### src/pkg/psm_regs.vh
`ifndef PSM_REGS_VH
`define PSM_REGS_VH
// ----------------------------------------
// command codes
// ----------------------------------------
`define PSM_CMD_CLEAR   8'h03
`define PSM_CMD_ST_IN   8'h7c
`define PSM_CMD_ST_TEMP 8'h7d
`define PSM_CMD_ST_COMM 8'h7e
`define PSM_CMD_ST_OTH  8'h7f
`define PSM_CMD_ST_VND  8'h80
`define PSM_CMD_ST_FAN  8'h81
`define PSM_CMD_VIN     8'h88
`define PSM_CMD_IIN     8'h89
`define PSM_CMD_VOUT    8'h8b
`define PSM_CMD_IOUT    8'h8c
`define PSM_CMD_T_IN    8'h8d
`define PSM_CMD_T_OUT   8'h8e
`define PSM_CMD_T_ISO   8'h8f
`define PSM_CMD_FAN     8'h90
`define PSM_CMD_POUT    8'h96
`define PSM_CMD_PIN     8'h97
`define PSM_CMD_LOC     8'h9c
`define PSM_CMD_DATE    8'h9d
`define PSM_CMD_FWREV   8'hca
`define PSM_CMD_CTRL    8'hd0
`define PSM_CMD_FWTXT   8'hd5
`define PSM_CMD_MASK    8'hd9
// ----------------------------------------
// implemented status bits
// ----------------------------------------
`define PSM_IMPL_IN   8'h08
`define PSM_IMPL_TEMP 8'hc0
`define PSM_IMPL_COMM 8'he2
`define PSM_IMPL_OTH  8'h02
`define PSM_IMPL_VND  8'h0f
`define PSM_IMPL_FAN  8'h88
// mask bytes 0..6: input, temp, comm, other, vendor, fan, spare
`define PSM_MASK_RST  56'h0080000000c008
// ----------------------------------------
// linear-format exponents
// ----------------------------------------
`define PSM_EXP_VIN  5'h1f
`define PSM_EXP_IIN  5'h1a
`define PSM_EXP_VOUT 5'h17
`define PSM_EXP_IOUT 5'h1d
`define PSM_EXP_TEMP 5'h1e
`define PSM_EXP_FAN  5'h05
`define PSM_EXP_PWR  5'h01
// ----------------------------------------
// lengths, address, checksum
// ----------------------------------------
`define PSM_LEN_STAT  4'h1
`define PSM_LEN_WORD  4'h2
`define PSM_LEN_DATE  4'h5
`define PSM_DATE_CNT  8'h04
`define PSM_LEN_FWTXT 4'h8
`define PSM_LEN_MASK  4'h7
`define PSM_ADDR_BASE 5'h16
`define PSM_CRC_POLY  8'h07
`define PSM_WP_RST    1'b1
`endif

### src/hdl/psm_status_map.v
// Functional notes
// [RQ1] input bit 3: off on low input, alerts
// [RQ2] temp bits 7/6 fault/warn, alert, low zero
// [RQ3] comm bit 7: bad command or direction
// [RQ4] comm bit 6: invalid write data, masked
// [RQ5] comm bit 5: checksum byte mismatch, masked
// [RQ6] comm bit 1: internal link lost, masked
// [RQ7] other bit 1: isolator switch fault only
// [RQ8] vendor bits 3/2 standby under/over volt
// [RQ9] vendor bit 1: phase current imbalance
// [RQ10] vendor bit 0: output sag from bulk
// [RQ11] fan bit 7 fault, alerts, bits 6-4 and 2-0 zero
// [RQ12] fan bit 3: host speed override active
// [RQ13] 88h input voltage, exponent -1
// [RQ14] 89h input current, exponent -6
// [RQ15] 8Bh output voltage, exponent -9
// [RQ16] 8Ch output current, exponent -3
// [RQ17] 8Dh-8Fh three temperatures, exponent -2
// [RQ18] fan exponent 5, powers exponent 1
// [RQ19] 9Dh count plus four date chars
// [RQ20] D0h bit 0 clears store protection
// [RQ21] D5h eight ascii bytes, no count
// [RQ22] D9h seven mask bytes, no count
// [RQ23] flags latch until clear or cycling
// [RQ24] 03h no data, clears all status
// [RQ25] unimplemented bits read zero, never alert
// [RQ26] unmasked set flag pulls alert low
`include "psm_regs.vh"
`timescale 1ns/1ps
`default_nettype none

module psm_status_map #(
  parameter [31:0] DATE_TEXT     = 32'h30303030, // arbitrary
  parameter [15:0] LOCATION_TEXT = 16'h3030,     // arbitrary
  parameter [15:0] FIRMWARE_REVISION_DIGITS_DIGITS = 16'h0000,     // arbitrary
  parameter [63:0] FW_TEXT       = 64'h30302e30302e3030
) (
  input  wire        mclk,
  input  wire        arst_n,
  input  wire        scl_in,
  input  wire        sda_in,
  output wire        sda_out,
  output reg         sda_oe,
  output wire        alert_out,
  output reg         alert_oe,
  input  wire [1:0]  addr_sel,
  input  wire        power_on_request_n,
  input  wire        input_power_ok,
  input  wire        vin_low_off,
  input  wire        overtemp_fault_flag,
  input  wire        overtemp_warn_flag,
  input  wire        internal_link_loss_flag,
  input  wire        output_isolator_fault_flag,
  input  wire        standby_undervolt_flag,
  input  wire        standby_overvolt_flag,
  input  wire        phase_imbalance_flag,
  input  wire        bulk_sag_regulation_flag,
  input  wire        cooler_failure_flag,
  input  wire        host_fan_speed_active,
  input  wire [10:0] vin_mant,
  input  wire [10:0] iin_mant,
  input  wire [10:0] vout_mant,
  input  wire [10:0] iout_mant,
  input  wire [10:0] t_inlet_mant,
  input  wire [10:0] t_outlet_mant,
  input  wire [10:0] t_iso_mant,
  input  wire [10:0] fan_mant,
  input  wire [10:0] pout_mant,
  input  wire [10:0] pin_mant,
  output reg         write_protect
);

  localparam [2:0] ST_IDLE = 3'd0;
  localparam [2:0] ST_RX   = 3'd1;
  localparam [2:0] ST_ACK  = 3'd2;
  localparam [2:0] ST_TX   = 3'd3;
  localparam [2:0] ST_RACK = 3'd4;

  // ----------------------------------------
  // pin synchronisers
  // ----------------------------------------
  reg  [5:0]  sync1, sync2;
  reg         scl_q, sda_q;

  always @(posedge mclk or negedge arst_n) begin
    if (!arst_n) begin
      sync1 <= 6'h0b;
      sync2 <= 6'h0b;
      scl_q <= 1'b1;
      sda_q <= 1'b1;
    end else begin
      sync1 <= {addr_sel, input_power_ok, power_on_request_n, sda_in, scl_in};
      sync2 <= sync1;
      scl_q <= sync2[0];
      sda_q <= sync2[1];
    end
  end

  wire        scl      = sync2[0];
  wire        sda      = sync2[1];
  wire        pon_n    = sync2[2];
  wire        pwr_ok   = sync2[3];
  wire [6:0]  dev_addr = {`PSM_ADDR_BASE, sync2[5:4]};
  wire        start    = scl & scl_q & sda_q & ~sda;
  wire        stop     = scl & scl_q & ~sda_q & sda;
  wire        scl_rise = scl & ~scl_q;
  wire        scl_fall = ~scl & scl_q;

  assign sda_out   = 1'b0;
  assign alert_out = 1'b0;

  // ----------------------------------------
  // state
  // ----------------------------------------
  reg  [2:0]  state;
  reg  [3:0]  bitc, byte_n, snap_len, tx_idx;
  reg  [7:0]  sh, txsh, cmd, crc_all, crc_prev;
  reg  [63:0] wbuf, snap;
  reg         first, rd_mode, wr_pend, acked;
  reg         inv_cmd_ev, inv_data_ev, pec_ev, commit;
  reg  [55:0] mask;
  reg  [47:0] stat;

  function [7:0] crc8;
    input [7:0] c;
    input [7:0] d;
    integer     k;
    reg   [7:0] r;
    begin
      r = c ^ d;
      for (k = 0; k < 8; k = k + 1) begin
        r = r[7] ? ({r[6:0], 1'b0} ^ `PSM_CRC_POLY) : {r[6:0], 1'b0};
      end
      crc8 = r;
    end
  endfunction

  // ----------------------------------------
  // command lookup
  // ----------------------------------------
  reg  [63:0] next_snap;
  reg  [3:0]  next_len, wr_len;
  reg         known, rd_ok, wr_ok;
  integer     b;
  wire [7:0]  st_idx  = cmd - `PSM_CMD_ST_IN;
  wire [47:0] stat_sh = stat >> {st_idx[2:0], 3'b000};

  always @* begin
    next_snap = 64'h0;
    next_len  = `PSM_LEN_WORD;
    known     = 1'b1;
    rd_ok     = 1'b1;
    wr_ok     = 1'b0;
    wr_len    = 4'h0;
    case (cmd)
      `PSM_CMD_CLEAR: begin
        rd_ok    = 1'b0; // see [RQ24]
        wr_ok    = 1'b1;
        next_len = 4'h0;
      end
      `PSM_CMD_ST_IN, `PSM_CMD_ST_TEMP, `PSM_CMD_ST_COMM,
      `PSM_CMD_ST_OTH, `PSM_CMD_ST_VND, `PSM_CMD_ST_FAN: begin
        next_snap = {56'h0, stat_sh[7:0]};
        next_len  = `PSM_LEN_STAT;
      end
      `PSM_CMD_VIN:   next_snap = {48'h0, `PSM_EXP_VIN, vin_mant};        // see [RQ13]
      `PSM_CMD_IIN:   next_snap = {48'h0, `PSM_EXP_IIN, iin_mant};        // see [RQ14]
      `PSM_CMD_VOUT:  next_snap = {48'h0, `PSM_EXP_VOUT, vout_mant};      // see [RQ15]
      `PSM_CMD_IOUT:  next_snap = {48'h0, `PSM_EXP_IOUT, iout_mant};      // see [RQ16]
      `PSM_CMD_T_IN:  next_snap = {48'h0, `PSM_EXP_TEMP, t_inlet_mant};   // see [RQ17]
      `PSM_CMD_T_OUT: next_snap = {48'h0, `PSM_EXP_TEMP, t_outlet_mant};  // see [RQ17]
      `PSM_CMD_T_ISO: next_snap = {48'h0, `PSM_EXP_TEMP, t_iso_mant};     // see [RQ17]
      `PSM_CMD_FAN:   next_snap = {48'h0, `PSM_EXP_FAN, fan_mant};        // see [RQ18]
      `PSM_CMD_POUT:  next_snap = {48'h0, `PSM_EXP_PWR, pout_mant};       // see [RQ18]
      `PSM_CMD_PIN:   next_snap = {48'h0, `PSM_EXP_PWR, pin_mant};        // see [RQ18]
      `PSM_CMD_LOC:   next_snap = {48'h0, LOCATION_TEXT[7:0], LOCATION_TEXT[15:8]};
      `PSM_CMD_DATE: begin
        next_snap = {24'h0, DATE_TEXT[7:0], DATE_TEXT[15:8], DATE_TEXT[23:16],
                     DATE_TEXT[31:24], `PSM_DATE_CNT};                    // see [RQ19]
        next_len  = `PSM_LEN_DATE;
      end
      `PSM_CMD_FWREV: next_snap = {48'h0, FIRMWARE_REVISION_DIGITS_DIGITS};
      `PSM_CMD_CTRL: begin
        next_snap = {48'h0, 15'h0000, ~write_protect};                    // see [RQ20]
        wr_ok     = 1'b1;
        wr_len    = `PSM_LEN_WORD;
      end
      `PSM_CMD_FWTXT: begin
        for (b = 0; b < 8; b = b + 1) begin
          next_snap[b*8 +: 8] = FW_TEXT[(7-b)*8 +: 8];                   // see [RQ21]
        end
        next_len = `PSM_LEN_FWTXT;
      end
      `PSM_CMD_MASK: begin
        next_snap = {8'h00, mask};                                        // see [RQ22]
        next_len  = `PSM_LEN_MASK;
        wr_ok     = 1'b1;
        wr_len    = `PSM_LEN_MASK;
      end
      default: begin
        known    = 1'b0;
        rd_ok    = 1'b0;
        next_len = 4'h0;
      end
    endcase
  end

  wire [3:0]  n_data   = byte_n - 4'h1;
  wire [3:0]  last_i   = byte_n - 4'h2;
  wire [7:0]  last_b   = wbuf[{last_i[2:0], 3'b000} +: 8];
  wire        pec_ok   = (last_b == crc_prev);
  wire [3:0]  wr_len_p = wr_len + 4'h1;
  wire [2:0]  wi       = byte_n[2:0] - 3'h1;
  wire [63:0] snap_sh  = snap >> {tx_idx[2:0], 3'b000};
  // snapshot taken at address time keeps the bytes of one word coherent
  wire [7:0]  tx_byte  = (tx_idx < snap_len) ? snap_sh[7:0] : 8'hff;

  // ----------------------------------------
  // serial bus slave
  // ----------------------------------------
  always @(posedge mclk or negedge arst_n) begin
    if (!arst_n) begin
      state       <= ST_IDLE;
      bitc        <= 4'h0;
      sh          <= 8'h00;
      txsh        <= 8'h00;
      first       <= 1'b0;
      rd_mode     <= 1'b0;
      wr_pend     <= 1'b0;
      byte_n      <= 4'h0;
      cmd         <= 8'h00;
      wbuf        <= 64'h0;
      crc_all     <= 8'h00;
      crc_prev    <= 8'h00;
      snap        <= 64'h0;
      snap_len    <= 4'h0;
      tx_idx      <= 4'h0;
      acked       <= 1'b0;
      sda_oe      <= 1'b0;
      inv_cmd_ev  <= 1'b0;
      inv_data_ev <= 1'b0;
      pec_ev      <= 1'b0;
      commit      <= 1'b0;
    end else begin
      inv_cmd_ev  <= 1'b0;
      inv_data_ev <= 1'b0;
      pec_ev      <= 1'b0;
      commit      <= 1'b0;
      if (start) begin
        state   <= ST_RX;
        bitc    <= 4'h0;
        first   <= 1'b1;
        crc_all <= 8'h00;
        sda_oe  <= 1'b0;
      end else if (stop) begin
        state   <= ST_IDLE;
        sda_oe  <= 1'b0;
        wr_pend <= 1'b0;
        if (wr_pend && byte_n != 4'h0) begin
          if (!known) begin
            inv_cmd_ev <= 1'b1;                                 // see [RQ3]
          end else if (n_data == 4'h0) begin
            if (wr_ok && wr_len == 4'h0) begin
              commit <= 1'b1;                                   // see [RQ24]
            end
          end else if (!wr_ok) begin
            inv_cmd_ev <= 1'b1;                                 // see [RQ3]
          end else if (n_data == wr_len || (n_data == wr_len_p && pec_ok)) begin
            commit <= 1'b1;                                     // see [RQ22]
          end else begin
            inv_data_ev <= 1'b1;                                // see [RQ4]
            pec_ev      <= (n_data == wr_len_p);                // see [RQ5]
          end
        end
      end else begin
        case (state)
          ST_RX: begin
            if (scl_rise) begin
              sh   <= {sh[6:0], sda};
              bitc <= bitc + 4'h1;
            end else if (scl_fall && bitc == 4'h8) begin
              bitc     <= 4'h0;
              crc_prev <= crc_all;
              crc_all  <= crc8(crc_all, sh);
              if (first) begin
                first <= 1'b0;
                if (sh[7:1] == dev_addr) begin
                  state   <= ST_ACK;
                  sda_oe  <= 1'b1;
                  rd_mode <= sh[0];
                  wr_pend <= ~sh[0];
                  tx_idx  <= 4'h0;
                  if (!sh[0]) begin
                    byte_n <= 4'h0;
                  end else begin
                    snap       <= next_snap;
                    snap_len   <= next_len;
                    inv_cmd_ev <= ~rd_ok;                       // see [RQ3]
                  end
                end else begin
                  state <= ST_IDLE;
                end
              end else begin
                state  <= ST_ACK;
                sda_oe <= 1'b1;
                if (byte_n == 4'h0) begin
                  cmd <= sh;
                end else if (byte_n <= 4'h8) begin
                  wbuf[{wi, 3'b000} +: 8] <= sh;
                end
                if (byte_n != 4'hf) begin
                  byte_n <= byte_n + 4'h1;
                end
              end
            end
          end
          ST_ACK: begin
            if (scl_fall) begin
              if (rd_mode) begin
                state  <= ST_TX;
                bitc   <= 4'h0;
                txsh   <= tx_byte;
                sda_oe <= ~tx_byte[7];
              end else begin
                state  <= ST_RX;
                sda_oe <= 1'b0;
              end
            end
          end
          ST_TX: begin
            if (scl_fall) begin
              if (bitc == 4'h7) begin
                state  <= ST_RACK;
                sda_oe <= 1'b0;
              end else begin
                txsh   <= {txsh[6:0], 1'b0};
                sda_oe <= ~txsh[6];
                bitc   <= bitc + 4'h1;
              end
            end
          end
          ST_RACK: begin
            if (scl_rise) begin
              acked <= ~sda;
              if (!sda && tx_idx != 4'hf) begin
                tx_idx <= tx_idx + 4'h1;
              end
            end else if (scl_fall) begin
              if (acked) begin
                state  <= ST_TX;
                bitc   <= 4'h0;
                txsh   <= tx_byte;
                sda_oe <= ~tx_byte[7];
              end else begin
                state <= ST_IDLE;
              end
            end
          end
          default: state <= ST_IDLE;
        endcase
      end
    end
  end

  // ----------------------------------------
  // control, masks and sticky status
  // ----------------------------------------
  wire        clr_cmd = commit & (cmd == `PSM_CMD_CLEAR);
  // holding clear while off means events during an off period show only while their flag is high,
  // and only because set wins over clear
  wire        clr_all = clr_cmd | ~pwr_ok | pon_n;                  // see [RQ23]

  always @(posedge mclk or negedge arst_n) begin
    if (!arst_n) begin
      write_protect <= `PSM_WP_RST;
      mask          <= `PSM_MASK_RST;
    end else if (commit && cmd == `PSM_CMD_CTRL) begin
      write_protect <= ~wbuf[0];                                   // see [RQ20]
    end else if (commit && cmd == `PSM_CMD_MASK) begin
      mask          <= wbuf[55:0];                                 // see [RQ22]
    end
  end

  wire [47:0] set_vec = {
    cooler_failure_flag, 3'h0, host_fan_speed_active, 3'h0,  // see [RQ11], [RQ12]
    4'h0, standby_undervolt_flag, standby_overvolt_flag,     // see [RQ8]
    phase_imbalance_flag, bulk_sag_regulation_flag,          // see [RQ9], [RQ10]
    6'h00, output_isolator_fault_flag, 1'b0,                 // see [RQ7]
    inv_cmd_ev, inv_data_ev, pec_ev, 3'h0, internal_link_loss_flag, 1'b0, // see [RQ6]
    overtemp_fault_flag, overtemp_warn_flag, 6'h00,          // see [RQ2]
    4'h0, vin_low_off, 3'h0};
  wire [47:0] impl_vec = {`PSM_IMPL_FAN, `PSM_IMPL_VND, `PSM_IMPL_OTH,
                          `PSM_IMPL_COMM, `PSM_IMPL_TEMP, `PSM_IMPL_IN};
  wire [47:0] next_stat;

  genvar i;
  generate
    for (i = 0; i < 6; i = i + 1) begin : g_stat
      // set wins over clear so no event is lost in the clear cycle
      assign next_stat[i*8 +: 8] = (stat[i*8 +: 8] & {8{~clr_all}})
                                 | (set_vec[i*8 +: 8] & impl_vec[i*8 +: 8]); // see [RQ25]
    end
  endgenerate

  always @(posedge mclk or negedge arst_n) begin
    if (!arst_n) begin
      stat     <= 48'h0;
      alert_oe <= 1'b0;
    end else begin
      stat     <= next_stat;                                       // see [RQ1]
      alert_oe <= |(stat & mask[47:0]);                            // see [RQ26]
    end
  end

endmodule // psm_status_map

`default_nettype wire

### config.mk
export PLATFORM = sky130hd
export DESIGN_NAME = psm_status_map
export DESIGN_NICKNAME = d
export VERILOG_FILES = /design/src/hdl/psm_status_map.v
export VERILOG_INCLUDE_DIRS = /design/src /design/src/pkg
export SDC_FILE = /design/constraint.sdc
export NUM_CORES = 1
export LEC_CHECK = 0
export BUFFER_PORTS_ARGS = -buffer_cell sky130_fd_sc_hd__buf_2
export CAP_MARGIN = 20
export CORE_ASPECT_RATIO = 0.8
export CORE_MARGIN = 1.5
export CORE_UTILIZATION = 25
export CTS_BUF_LIST = sky130_fd_sc_hd__clkbuf_16
export CTS_CLUSTER_SIZE = 14
export DETAILED_ROUTE_END_ITERATION = 8
export GPL_ROUTABILITY_DRIVEN = 0
export PLACE_DENSITY = 0.5
export SYNTH_ARGS = -nofsm -noshare
export SYNTH_HDL_FRONTEND = slang
export SYNTH_SLANG_ARGS = --single-unit
### constraint.sdc
create_clock -name mclk -period 4.1 [get_ports mclk]
set_input_delay 0.82 -clock mclk [delete_from_list [all_inputs] [get_ports mclk]]
set_output_delay 0.82 -clock mclk [all_outputs]
set_load 0.1 [all_outputs]
==> results of run 1 <==
sequential cells by signal, indices dropped and copies added (netlist names), 3 cells and up:
signal    count
crc_prev      8
bitc          4
state         3
tx_idx        4
crc_all       8
sync2         6
sh            8
snap         57
cmd           8
mask         56
snap_len      4
byte_n        4
wbuf         64
sync1         6
txsh          7
stat         48
area by class of cell:
type                    instances  area (µm²)
diodes                          1        2.50
clock buffers                  36         901
clock inverters                30         265
fillers                      6421       43100
inverters                      22        82.6
multi-input cells            1015        7500
flip-flops and latches        308        7730
well taps                     830        1040
repair buffers                168         993
report_power, final:
group / switching [mW] / total (mW) / leakage [nW] / internal, mW
clock network: 1.33 / 3.19 / 0.593 / 1.87
registers: 0.156 / 3.30 / 4.14 / 3.14
logic: 0.500 / 0.814 / 3.76 / 0.314
layout by cell type (no fill, tap or decap), drive strengths merged, types with 4 or more instances in the layout:
cell type | synthesis | final
a222oi | 4 | 4
a31oi | 9 | 9
nand3b | 4 | 4
a22oi | 30 | 30
buf | 47 | 168
nor3b | 5 | 5
bufinv | 0 | 4
nor2b | 9 | 9
a221oi | 27 | 27
and2 | 59 | 59
nand3 | 62 | 62
clkbuf | 49 | 36
inv | 21 | 30
nand4b | 6 | 6
o221ai | 7 | 7
clkinv | 1 | 16
a21oi | 50 | 50
xor2 | 11 | 11
nor2 | 52 | 52
mux4 | 28 | 28
dfstp | 13 | 13
nand2b | 19 | 19
dfrtp | 295 | 295
o21ai | 92 | 92
ha | 16 | 16
a21o | 25 | 25
a22o | 18 | 18
mux2 | 148 | 148
xnor2 | 21 | 21
nor4 | 10 | 10
nor3 | 15 | 15
o211ai | 8 | 8
nand2 | 170 | 170
o22ai | 9 | 9
mux2i | 31 | 31
and3 | 13 | 13
layer usage:
metal | up-vias | track usage [%]
met3 | 61 | 3.55
met1 | 6247 | 24.5
met5 | - | 0
li1 | 5471 | -
met2 | 428 | 24.0
met4 | 0 | 3.26
metrics by stage:
| step | hold WS, ns | cell area (µm²) | power [mW] |
|---|---|---|---|
| CTS | 0.348 | 18500 | 7.41 |
| detailed placement | 0.335 | 17300 | 4.17 |
| finish | 0.346 | 18500 | 7.31 |
| floorplan | 0.331 | 15700 | 3.81 |
| global placement | 0.335 | 17300 | 4.16 |
| global route | 0.352 | 18500 | 7.64 |
logic make-up (layout without fill, tap and decap cells):
group	count (synthesis)	count (layout)	share of synthesized area [%]
simple gates	448	448	14.4
fa+ha+maj	16	16	1.27
compound gates	310	310	13.3
flops	308	308	49.2
buf+inv	118	256	3.34
other cells	1	3	0.0239
xor+xnor	32	32	1.78
mux	207	207	16.7
worst max-delay path by stage:
stage / start / endpoint / slack [ns]
2_1_floorplan: byte_n[0] / wbuf[0] / 0.95
3_3_place_gp: byte_n[1] / wbuf[46] / 0.57
3_5_place_dp: byte_n[1] / wbuf[48] / 0.53
4_1_cts: byte_n[1] / wbuf[60] / 0.54
5_1_grt: byte_n[1] / wbuf[7] / 0.25
6_report: byte_n[1] / wbuf[44] / 0.40
worst max-delay path: stages, from the launching register on:
cell and delay, ns:
dfrtp_1 0.55, clkinv_1 0.39, ha_1 0.34, xnor2_1 0.13
buf_4 0.17, ha_1 0.31, nor4_1 0.79, and3_1 0.53
mux2_2 0.38
==> impl_metrics.tcl, run 1 <==
set metrics [dict create \
    rsz0062_at_grt "no" \
    die-area_um2 64400 \
    setup_viol 0 \
    synth_area_leaders "dfrtp_1, mux2_2, nand2_1" \
    startpoint_type "flip-flop" \
    fmax_mhz 270 \
    overflow 0 \
    drtIter0Drc 1053 \
    area_delta_synth_final_pct 17.8 \
    wl_met3_um 4060 \
    clkTransAtPathRegs_ns 0.06 \
    synthesis.area_um2 15700 \
    reg2reg_depth 8 \
    pin_count 134 \
    synth_flop_cell "dfrtp_1" \
    drive_above_1_share_pct 27.0 \
    die_y_um 227 \
    dp_slack_ns 0.525 \
    drc_errors 0 \
    min_period_over_period_pct 90.3 \
    cap_violations 0 \
    cts_sinks 308 \
    synth_cell_types 80 \
    arrival_ns 4.13 \
    period_minus_slack_ns 3.70 \
    synth_commonest_cells "dfrtp_1, nand2_1, mux2_2" \
    cts_setup_buffers 0 \
    holdPathStages 0 \
    hpwlAfterDp_um 38800 \
    cts_buffers 36 \
    synthCells 1440 \
    tightestPinTransition_ns 1.00 \
    cp-end-kind "flip-flop" \
    hp-class "reg -> reg" \
    required_ns 4.52 \
    track_usage_pct 16.3 \
    cts_root_buf "clkbuf_16" \
    nets 1696 \
    wire_per_inst_um 21.7 \
    yosysMostFrequentCell "dfrtp_1" \
    synth_top_cell_area_share_pct 47.0 \
    holdPathEnd "sync2[2]" \
    ys_seq_area_share_pct 49.2 \
    synth-edff-count 0 \
    tns_ns 0 \
    rr_startpoint "byte_n[1]" \
    synth_area_per_cell_um2 10.9 \
    coreArea_um2 61600 \
    htreeDepth 2 \
    async_flop_share_pct 100 \
    p_leak_nw 8.49 \
    ir_drop_mv 0.210 \
    yosys.area.top_type "dfrtp_1" \
    finClkSkew_ns 0.0203 \
    hold_buffers 0 \
    reg2reg_slack_ns 0.40 \
    fin_util_pct 30.0 \
    cp_max_fo 10 \
    die_w_um 283 \
    maxSlewViolCount 0 \
    start_util_pct 25.5 \
    std_cell_rows 81 \
    path_class "reg -> reg" \
    place.port_buffers 131 \
    ys_seq_elements 308 \
    fin_cells 2410 \
    wl_um 52400 \
    grt_antenna_before_repair 3 \
    clk_latency_ns 0.54 \
    ys_warn_count 0 \
    cts_resized 0 \
    maxSlewHeadroom_pct 32.2 \
    grt_start_max_net_pins 119 \
    highest_layer "met4" \
    status "complete, no violations" \
    cts_tree "yes" \
    dp_cells 2343 \
    via_count 12207 \
    hold_viol 0 \
    drtPass1Iterations 7 \
    wl_met2_um 22400 \
    met1Wirelength_um 25100 \
    power.density_nw_per_um2 395 \
    grt_pass1_wl_um 79900 \
    worstHoldStart "sync1[2]" \
    clk_path_buf_depth 3 \
    drtAntennaViolNets 0 \
    worst_slack_ns 0.398 \
    grt_pass1_vias 12114 \
    vias_per_cell 5.07 \
    reg2reg_to "wbuf[44]" \
]
Power figures use the tool's default switching activity.
==> inputs of run 2 (changes only) <==
--- a/config.mk
+++ b/config.mk
@@ -8,6 +8,8 @@
 export LEC_CHECK = 0
 export BUFFER_PORTS_ARGS = -buffer_cell sky130_fd_sc_hd__buf_2
 export CAP_MARGIN = 20
+export CELL_PAD_IN_SITES_DETAIL_PLACEMENT = 0
+export CELL_PAD_IN_SITES_GLOBAL_PLACEMENT = 1
 export CORE_ASPECT_RATIO = 0.8
 export CORE_MARGIN = 1.5
 export CORE_UTILIZATION = 25
@@ -15,7 +17,7 @@
 export CTS_CLUSTER_SIZE = 14
 export DETAILED_ROUTE_END_ITERATION = 8
 export GPL_ROUTABILITY_DRIVEN = 0
-export PLACE_DENSITY = 0.5
+export PLACE_DENSITY = 0.57
 export SYNTH_ARGS = -nofsm -noshare
 export SYNTH_HDL_FRONTEND = slang
 export SYNTH_SLANG_ARGS = --single-unit
==> constraint.sdc (replaced) <==
create_clock -name mclk -period 4.2 [get_ports mclk]
set_input_delay 0.84 -clock mclk [delete_from_list [all_inputs] [get_ports mclk]]
set_output_delay 0.84 -clock mclk [all_outputs]
set_load 0.1 [all_outputs]
==> run 2 against run 1 <==
Against the previous run:
- critical path depth unchanged
- global-route usage is 0.31 points higher
- clock skew decreased by 0.0011 ns
- sequential power down 2%
- register-to-register slack improved by 0.16 ns
- count of clock-buffer cells in the layout shrank 1
- die area is the same
- via count increased by 0.40%
==> impl_metrics.tcl, run 2 (synthesis results as in run 1) <==
set metrics [dict create \
    pin_count 134 \
    cts_tree "yes" \
    start_util_pct 25.5 \
    clk_latency_ns 0.54 \
    maxSlewViolCount 0 \
    drtAntennaViolNets 0 \
    cp_max_fo 10 \
    hold_buffers 0 \
    drive_above_1_share_pct 26.8 \
    hpwlAfterDp_um 39700 \
    cts_resized 0 \
    cap_violations 0 \
    arrival_ns 4.05 \
    wl_met2_um 22500 \
    place.port_buffers 131 \
    drtIter0Drc 1362 \
    clkTransAtPathRegs_ns 0.06 \
    via_count 12256 \
    worst_slack_ns 0.556 \
    clk_path_buf_depth 3 \
    status "complete, no violations" \
    largest_reg_flops 64 \
    p_leak_nw 8.39 \
    wire_per_inst_um 22.3 \
    tightestPinTransition_ns 0.916 \
    htreeDepth 2 \
    cts_setup_buffers 0 \
    nets 1691 \
    path_class "reg -> reg" \
    hp-class "reg -> reg" \
    min_period_over_period_pct 86.8 \
    top_regs "wbuf x64, snap x57, mask x56" \
    multiInputGateArea_um2 7500 \
    final_cell_mix "dfrtp_1, nand2_1, mux2_2" \
    highest_layer "met5" \
    finClkSkew_ns 0.0192 \
    power.density_nw_per_um2 373 \
    grt_pass1_vias 12315 \
    dp_slack_ns 0.653 \
    cp-end-kind "flip-flop" \
    std_cell_rows 81 \
    wl_um 53700 \
    layout_commonest_cell "dfrtp_1" \
    rsz0062_at_grt "no" \
    drc_errors 0 \
    dpl_cell_area_um2 17300 \
    die_y_um 227 \
    setup_viol 0 \
    grt_start_max_net_pins 106 \
    coreArea_um2 61600 \
    vias_per_cell 5.10 \
    drtPass1Iterations 5 \
    tns_ns 0 \
    grt_antenna_before_repair 2 \
    stdcell_area_um2 18300 \
    die-area_um2 64400 \
    grt_pass1_wl_um 80500 \
    cts_buffers 35 \
    die_w_um 283 \
    track_usage_pct 16.6 \
    fmax_mhz 274 \
    seqCellArea_um2 7730 \
    fillers 6429 \
    finalPower_mw 6.82 \
    wl_met3_um 3690 \
    required_ns 4.61 \
    met1Wirelength_um 26400 \
    period_minus_slack_ns 3.64 \
    hold_viol 0 \
    cts_root_buf "clkbuf_16" \
    overflow 0 \
    area_delta_synth_final_pct 16.5 \
    cts_sinks 308 \
    top_register "wbuf" \
    fin_util_pct 29.7 \
    startpoint_type "flip-flop" \
    maxSlewHeadroom_pct 38.9 \
    ir_drop_mv 0.219 \
]
[run 2: metal layers]
layer / vias up / global-route usage, %
met5: - / 0
met4: 2 / 3.74
met3: 78 / 3.59
met2: 407 / 24.4
met1: 6300 / 24.8
li1: 5469 / -
[run 2: layout make-up]
type | instances | share of cell area (%)
timing repair buffer | 164 | 5.15
multi-input combinational | 1015 | 40.9
sequential | 308 | 42.2
tap | 830 | 5.67
clock inverter | 29 | 0.799
antenna | 1 | 0.0137
clock buffer | 35 | 4.78
inverter | 22 | 0.451
[run 2: where the power goes]
| part | switching, mW | total [mW] | leakage (nW) | internal, mW |
|---|---|---|---|---|
| clock | 1.26 | 2.78 | 0.525 | 1.53 |
| sequential | 0.158 | 3.23 | 4.14 | 3.07 |
| combinational | 0.507 | 0.812 | 3.73 | 0.306 |
| total | 1.92 | 6.82 | 8.39 | 4.90 |
[run 2: through the flow]
stage | std cells | hold slack [ns]
2_1_floorplan | 1441 | 0.331
3_3_place_gp | 2338 | 0.336
3_5_place_dp | 2338 | 0.336
4_1_cts | 2402 | 0.349
5_1_grt | 2403 | 0.363
6_report | 2404 | 0.345
[run 2: final timing paths]
path / from / to / slack, ns / depth (start not counted)
setup / recovery: byte_n[1] / wbuf[49] / 0.56 / 8
hold reg to reg: sync1[5] / sync2[5] / 0.35 / 0
setup reg to reg: byte_n[1] / wbuf[49] / 0.56 / 8
max in group asynchronous: arst_n / snap[1] / 2.81 / 2
hold / removal: sync1[5] / sync2[5] / 0.35 / 0
min in group asynchronous: arst_n / wbuf[23] / 0.37 / 1
[run 2: worst max-delay path, cell delays in order, from the launching register on]
cell	delay, ns
dfrtp_1	0.56
clkinv_1	0.39
ha_1	0.34
xnor2_1	0.44
ha_1	0.36
nor4_1	0.43
buf_4	0.22
and3_1	0.39
mux2_2	0.39
==> inputs of run 3 (changes only) <==
--- a/config.mk
+++ b/config.mk
@@ -13,11 +13,11 @@
 export CORE_ASPECT_RATIO = 0.8
 export CORE_MARGIN = 1.5
 export CORE_UTILIZATION = 25
-export CTS_BUF_LIST = sky130_fd_sc_hd__clkbuf_16
 export CTS_CLUSTER_SIZE = 14
 export DETAILED_ROUTE_END_ITERATION = 8
 export GPL_ROUTABILITY_DRIVEN = 0
-export PLACE_DENSITY = 0.57
+export PLACE_DENSITY = 0.59
+export SLEW_MARGIN = 20
 export SYNTH_ARGS = -nofsm -noshare
 export SYNTH_HDL_FRONTEND = slang
 export SYNTH_SLANG_ARGS = --single-unit
==> constraint.sdc (replaced) <==
create_clock -name mclk -period 3.1 [get_ports mclk]
set_input_delay 0.62 -clock mclk [delete_from_list [all_inputs] [get_ports mclk]]
set_output_delay 0.62 -clock mclk [all_outputs]
set_load 0.1 [all_outputs]
==> run 3 against run 2 <==
Against the previous run:
- wire length down 0.73%
- final cell count up 1.2%
- total power up 38%
- sequential share of layout area down 0.78 points
- via count up 0.54%
- cell area up 1.9%
- clock skew about the same
- sequential power up 33%
- setup slack worse by 0.34 ns
- critical path type unchanged
- first-iteration DRC count down 4.2%
- flip-flop and latch count unchanged
- global-route usage down 0.13 points
==> impl_metrics.tcl, run 3 (synthesis results as in run 1) <==
set metrics [dict create \
    rsz0062_at_grt "no" \
    slowest_stage "nor4_2" \
    multiInputGateArea_um2 7510 \
    start_util_pct 25.5 \
    crit_top_cell "ha_1" \
    std_cell_rows 81 \
    overflow 0 \
    stdcell_area_um2 18700 \
    startpoint "byte_n[0]" \
    clkTransAtPathRegs_ns 0.06 \
    use_met3_pct 3.10 \
    grt_pass1_wl_um 80200 \
    tns_ns 0 \
    reg2reg_depth 7 \
    top_usage_layer "met2" \
    via_count 12322 \
    top_register "wbuf" \
    htreeDepth 2 \
    grt_antenna_before_repair 3 \
    area_delta_synth_final_pct 18.7 \
    maxSlewHeadroom_pct 43.2 \
    arrival_ns 3.29 \
    drtPass1Iterations 7 \
    period_minus_slack_ns 2.88 \
    coreArea_um2 61600 \
    setup_viol 0 \
    ir_drop_mv 0.326 \
    dpl_cell_area_um2 17600 \
    maxSlewViolCount 0 \
    hold_buffers 0 \
    dp_cells 2373 \
    fmax_mhz 347 \
    status "complete, no violations" \
    p_sw_mw 2.57 \
    wire_per_inst_um 21.9 \
    finClkSkew_ns 0.0191 \
    nets 1724 \
    die_w_um 283 \
    reg2reg_to "wbuf[53]" \
    layout_commonest_cell "dfrtp_1" \
    fillers 6411 \
    pin_count 134 \
    startpoint_type "flip-flop" \
    cap_violations 0 \
    cts_setup_buffers 0 \
    hpwlAfterDp_um 40600 \
    clock_power_share_pct 41.7 \
    drtIter0Drc 1305 \
    cts_buffers 34 \
    clk_path_buf_depth 3 \
    cts_resized 0 \
    drtAntennaViolNets 0 \
    drive_above_1_share_pct 28.6 \
    cts_sinks 308 \
    rr_startpoint "byte_n[0]" \
    cp-end-kind "flip-flop" \
    grt_start_max_net_pins 92 \
    fin_cells 2434 \
    seqCellArea_um2 7730 \
    gr-usage-met1_pct 24.7 \
    required_ns 3.51 \
    top_regs "wbuf x64, snap x57, mask x56" \
    power.density_nw_per_um2 504 \
    pwr-share-seq_pct 45.5 \
    pwr-share-comb_pct 12.8 \
    worstPathCellList "inv_1, ha_1, xnor2_2, ha_1, nor4_2, and3_1, mux2_2" \
    wl_um 53300 \
    min_period_over_period_pct 92.9 \
    die-area_um2 64400 \
    track_usage_pct 16.5 \
    cts_tree "yes" \
    gr-usage-met2_pct 24.7 \
    vias_per_cell 5.06 \
    cp_max_fo 8 \
    place.port_buffers 131 \
    cts_root_buf "clkbuf_16" \
    hold_ws_ns 0.0878 \
    finalPower_mw 9.41 \
    switching_share_pct 27.3 \
    largest_reg_flops 64 \
    critPathMaxStageDelay_ns 0.56 \
    hold_viol 0 \
    grt_pass1_vias 12151 \
    p_leak_nw 8.58 \
    die_y_um 227 \
    reg2reg_slack_ns 0.22 \
    final_cell_mix "dfrtp_1, nand2_1, mux2_2" \
    clk_latency_ns 0.54 \
    tightestPinTransition_ns 0.851 \
    drc_errors 0 \
    path_class "reg -> reg" \
    hp-class "in -> async" \
    intPower_mw 6.84 \
]
==> run 3: metal layers <==
metal / vias up / routed length, µm
met4: 0 / 806
met5: - / 0
met3: 61 / 3670
met2: 394 / 23000
met1: 6345 / 25800
li1: 5522 / -
==> run 3: area by class of cell <==
class / instances / share of cell area [%]
Sequential cell: 308 / 41.4
Inverter: 22 / 0.443
Tap cell: 830 / 5.57
Multi-Input combinational cell: 1015 / 40.2
Clock buffer: 51 / 5.34
Clock inverter: 9 / 0.376
Timing Repair Buffer: 198 / 6.60
Antenna cell: 1 / 0.0134
==> run 3: power by group through the flow <==
| stage | sequential [mW] | combinational [mW] | clock (mW) |
|---|---|---|---|
| after floorplan | 4.35 | 0.690 | 0 |
| after global placement | 4.35 | 1.19 | 0 |
| after detailed placement | 4.35 | 1.21 | 0 |
| after CTS | 4.28 | 1.21 | 4.03 |
| after global routing | 4.30 | 1.33 | 4.20 |
| final | 4.28 | 1.20 | 3.92 |
==> run 3: worst max-delay path by stage <==
stage                     slack (ns)        to
final                           0.22  wbuf[53]
after global routing            0.09  wbuf[53]
after CTS                       0.06  wbuf[53]
after detailed placement        0.08  wbuf[53]
after global placement          0.15  wbuf[54]
after floorplan                 0.06   wbuf[0]
==> run 3: critical path, delay by kind of cell (launching register included) <==
kind | cells | cell delay [ns]
muxes | 1 | 0.39
xor gates and xnor gates | 1 | 0.13
buffers and inverters | 1 | 0.17
and+or+nand+nor | 2 | 1.11
DFF | 1 | 0.42
adders and majority gates | 2 | 0.52
==> run 3: stage by stage <==
step,worst slack [ns],utilization [%]
finish,0.220,30.3
detailed placement,0.0820,28.5
global placement,0.146,28.5
floorplan,0.0648,-
CTS,0.0611,30.3
global route,0.0880,30.3
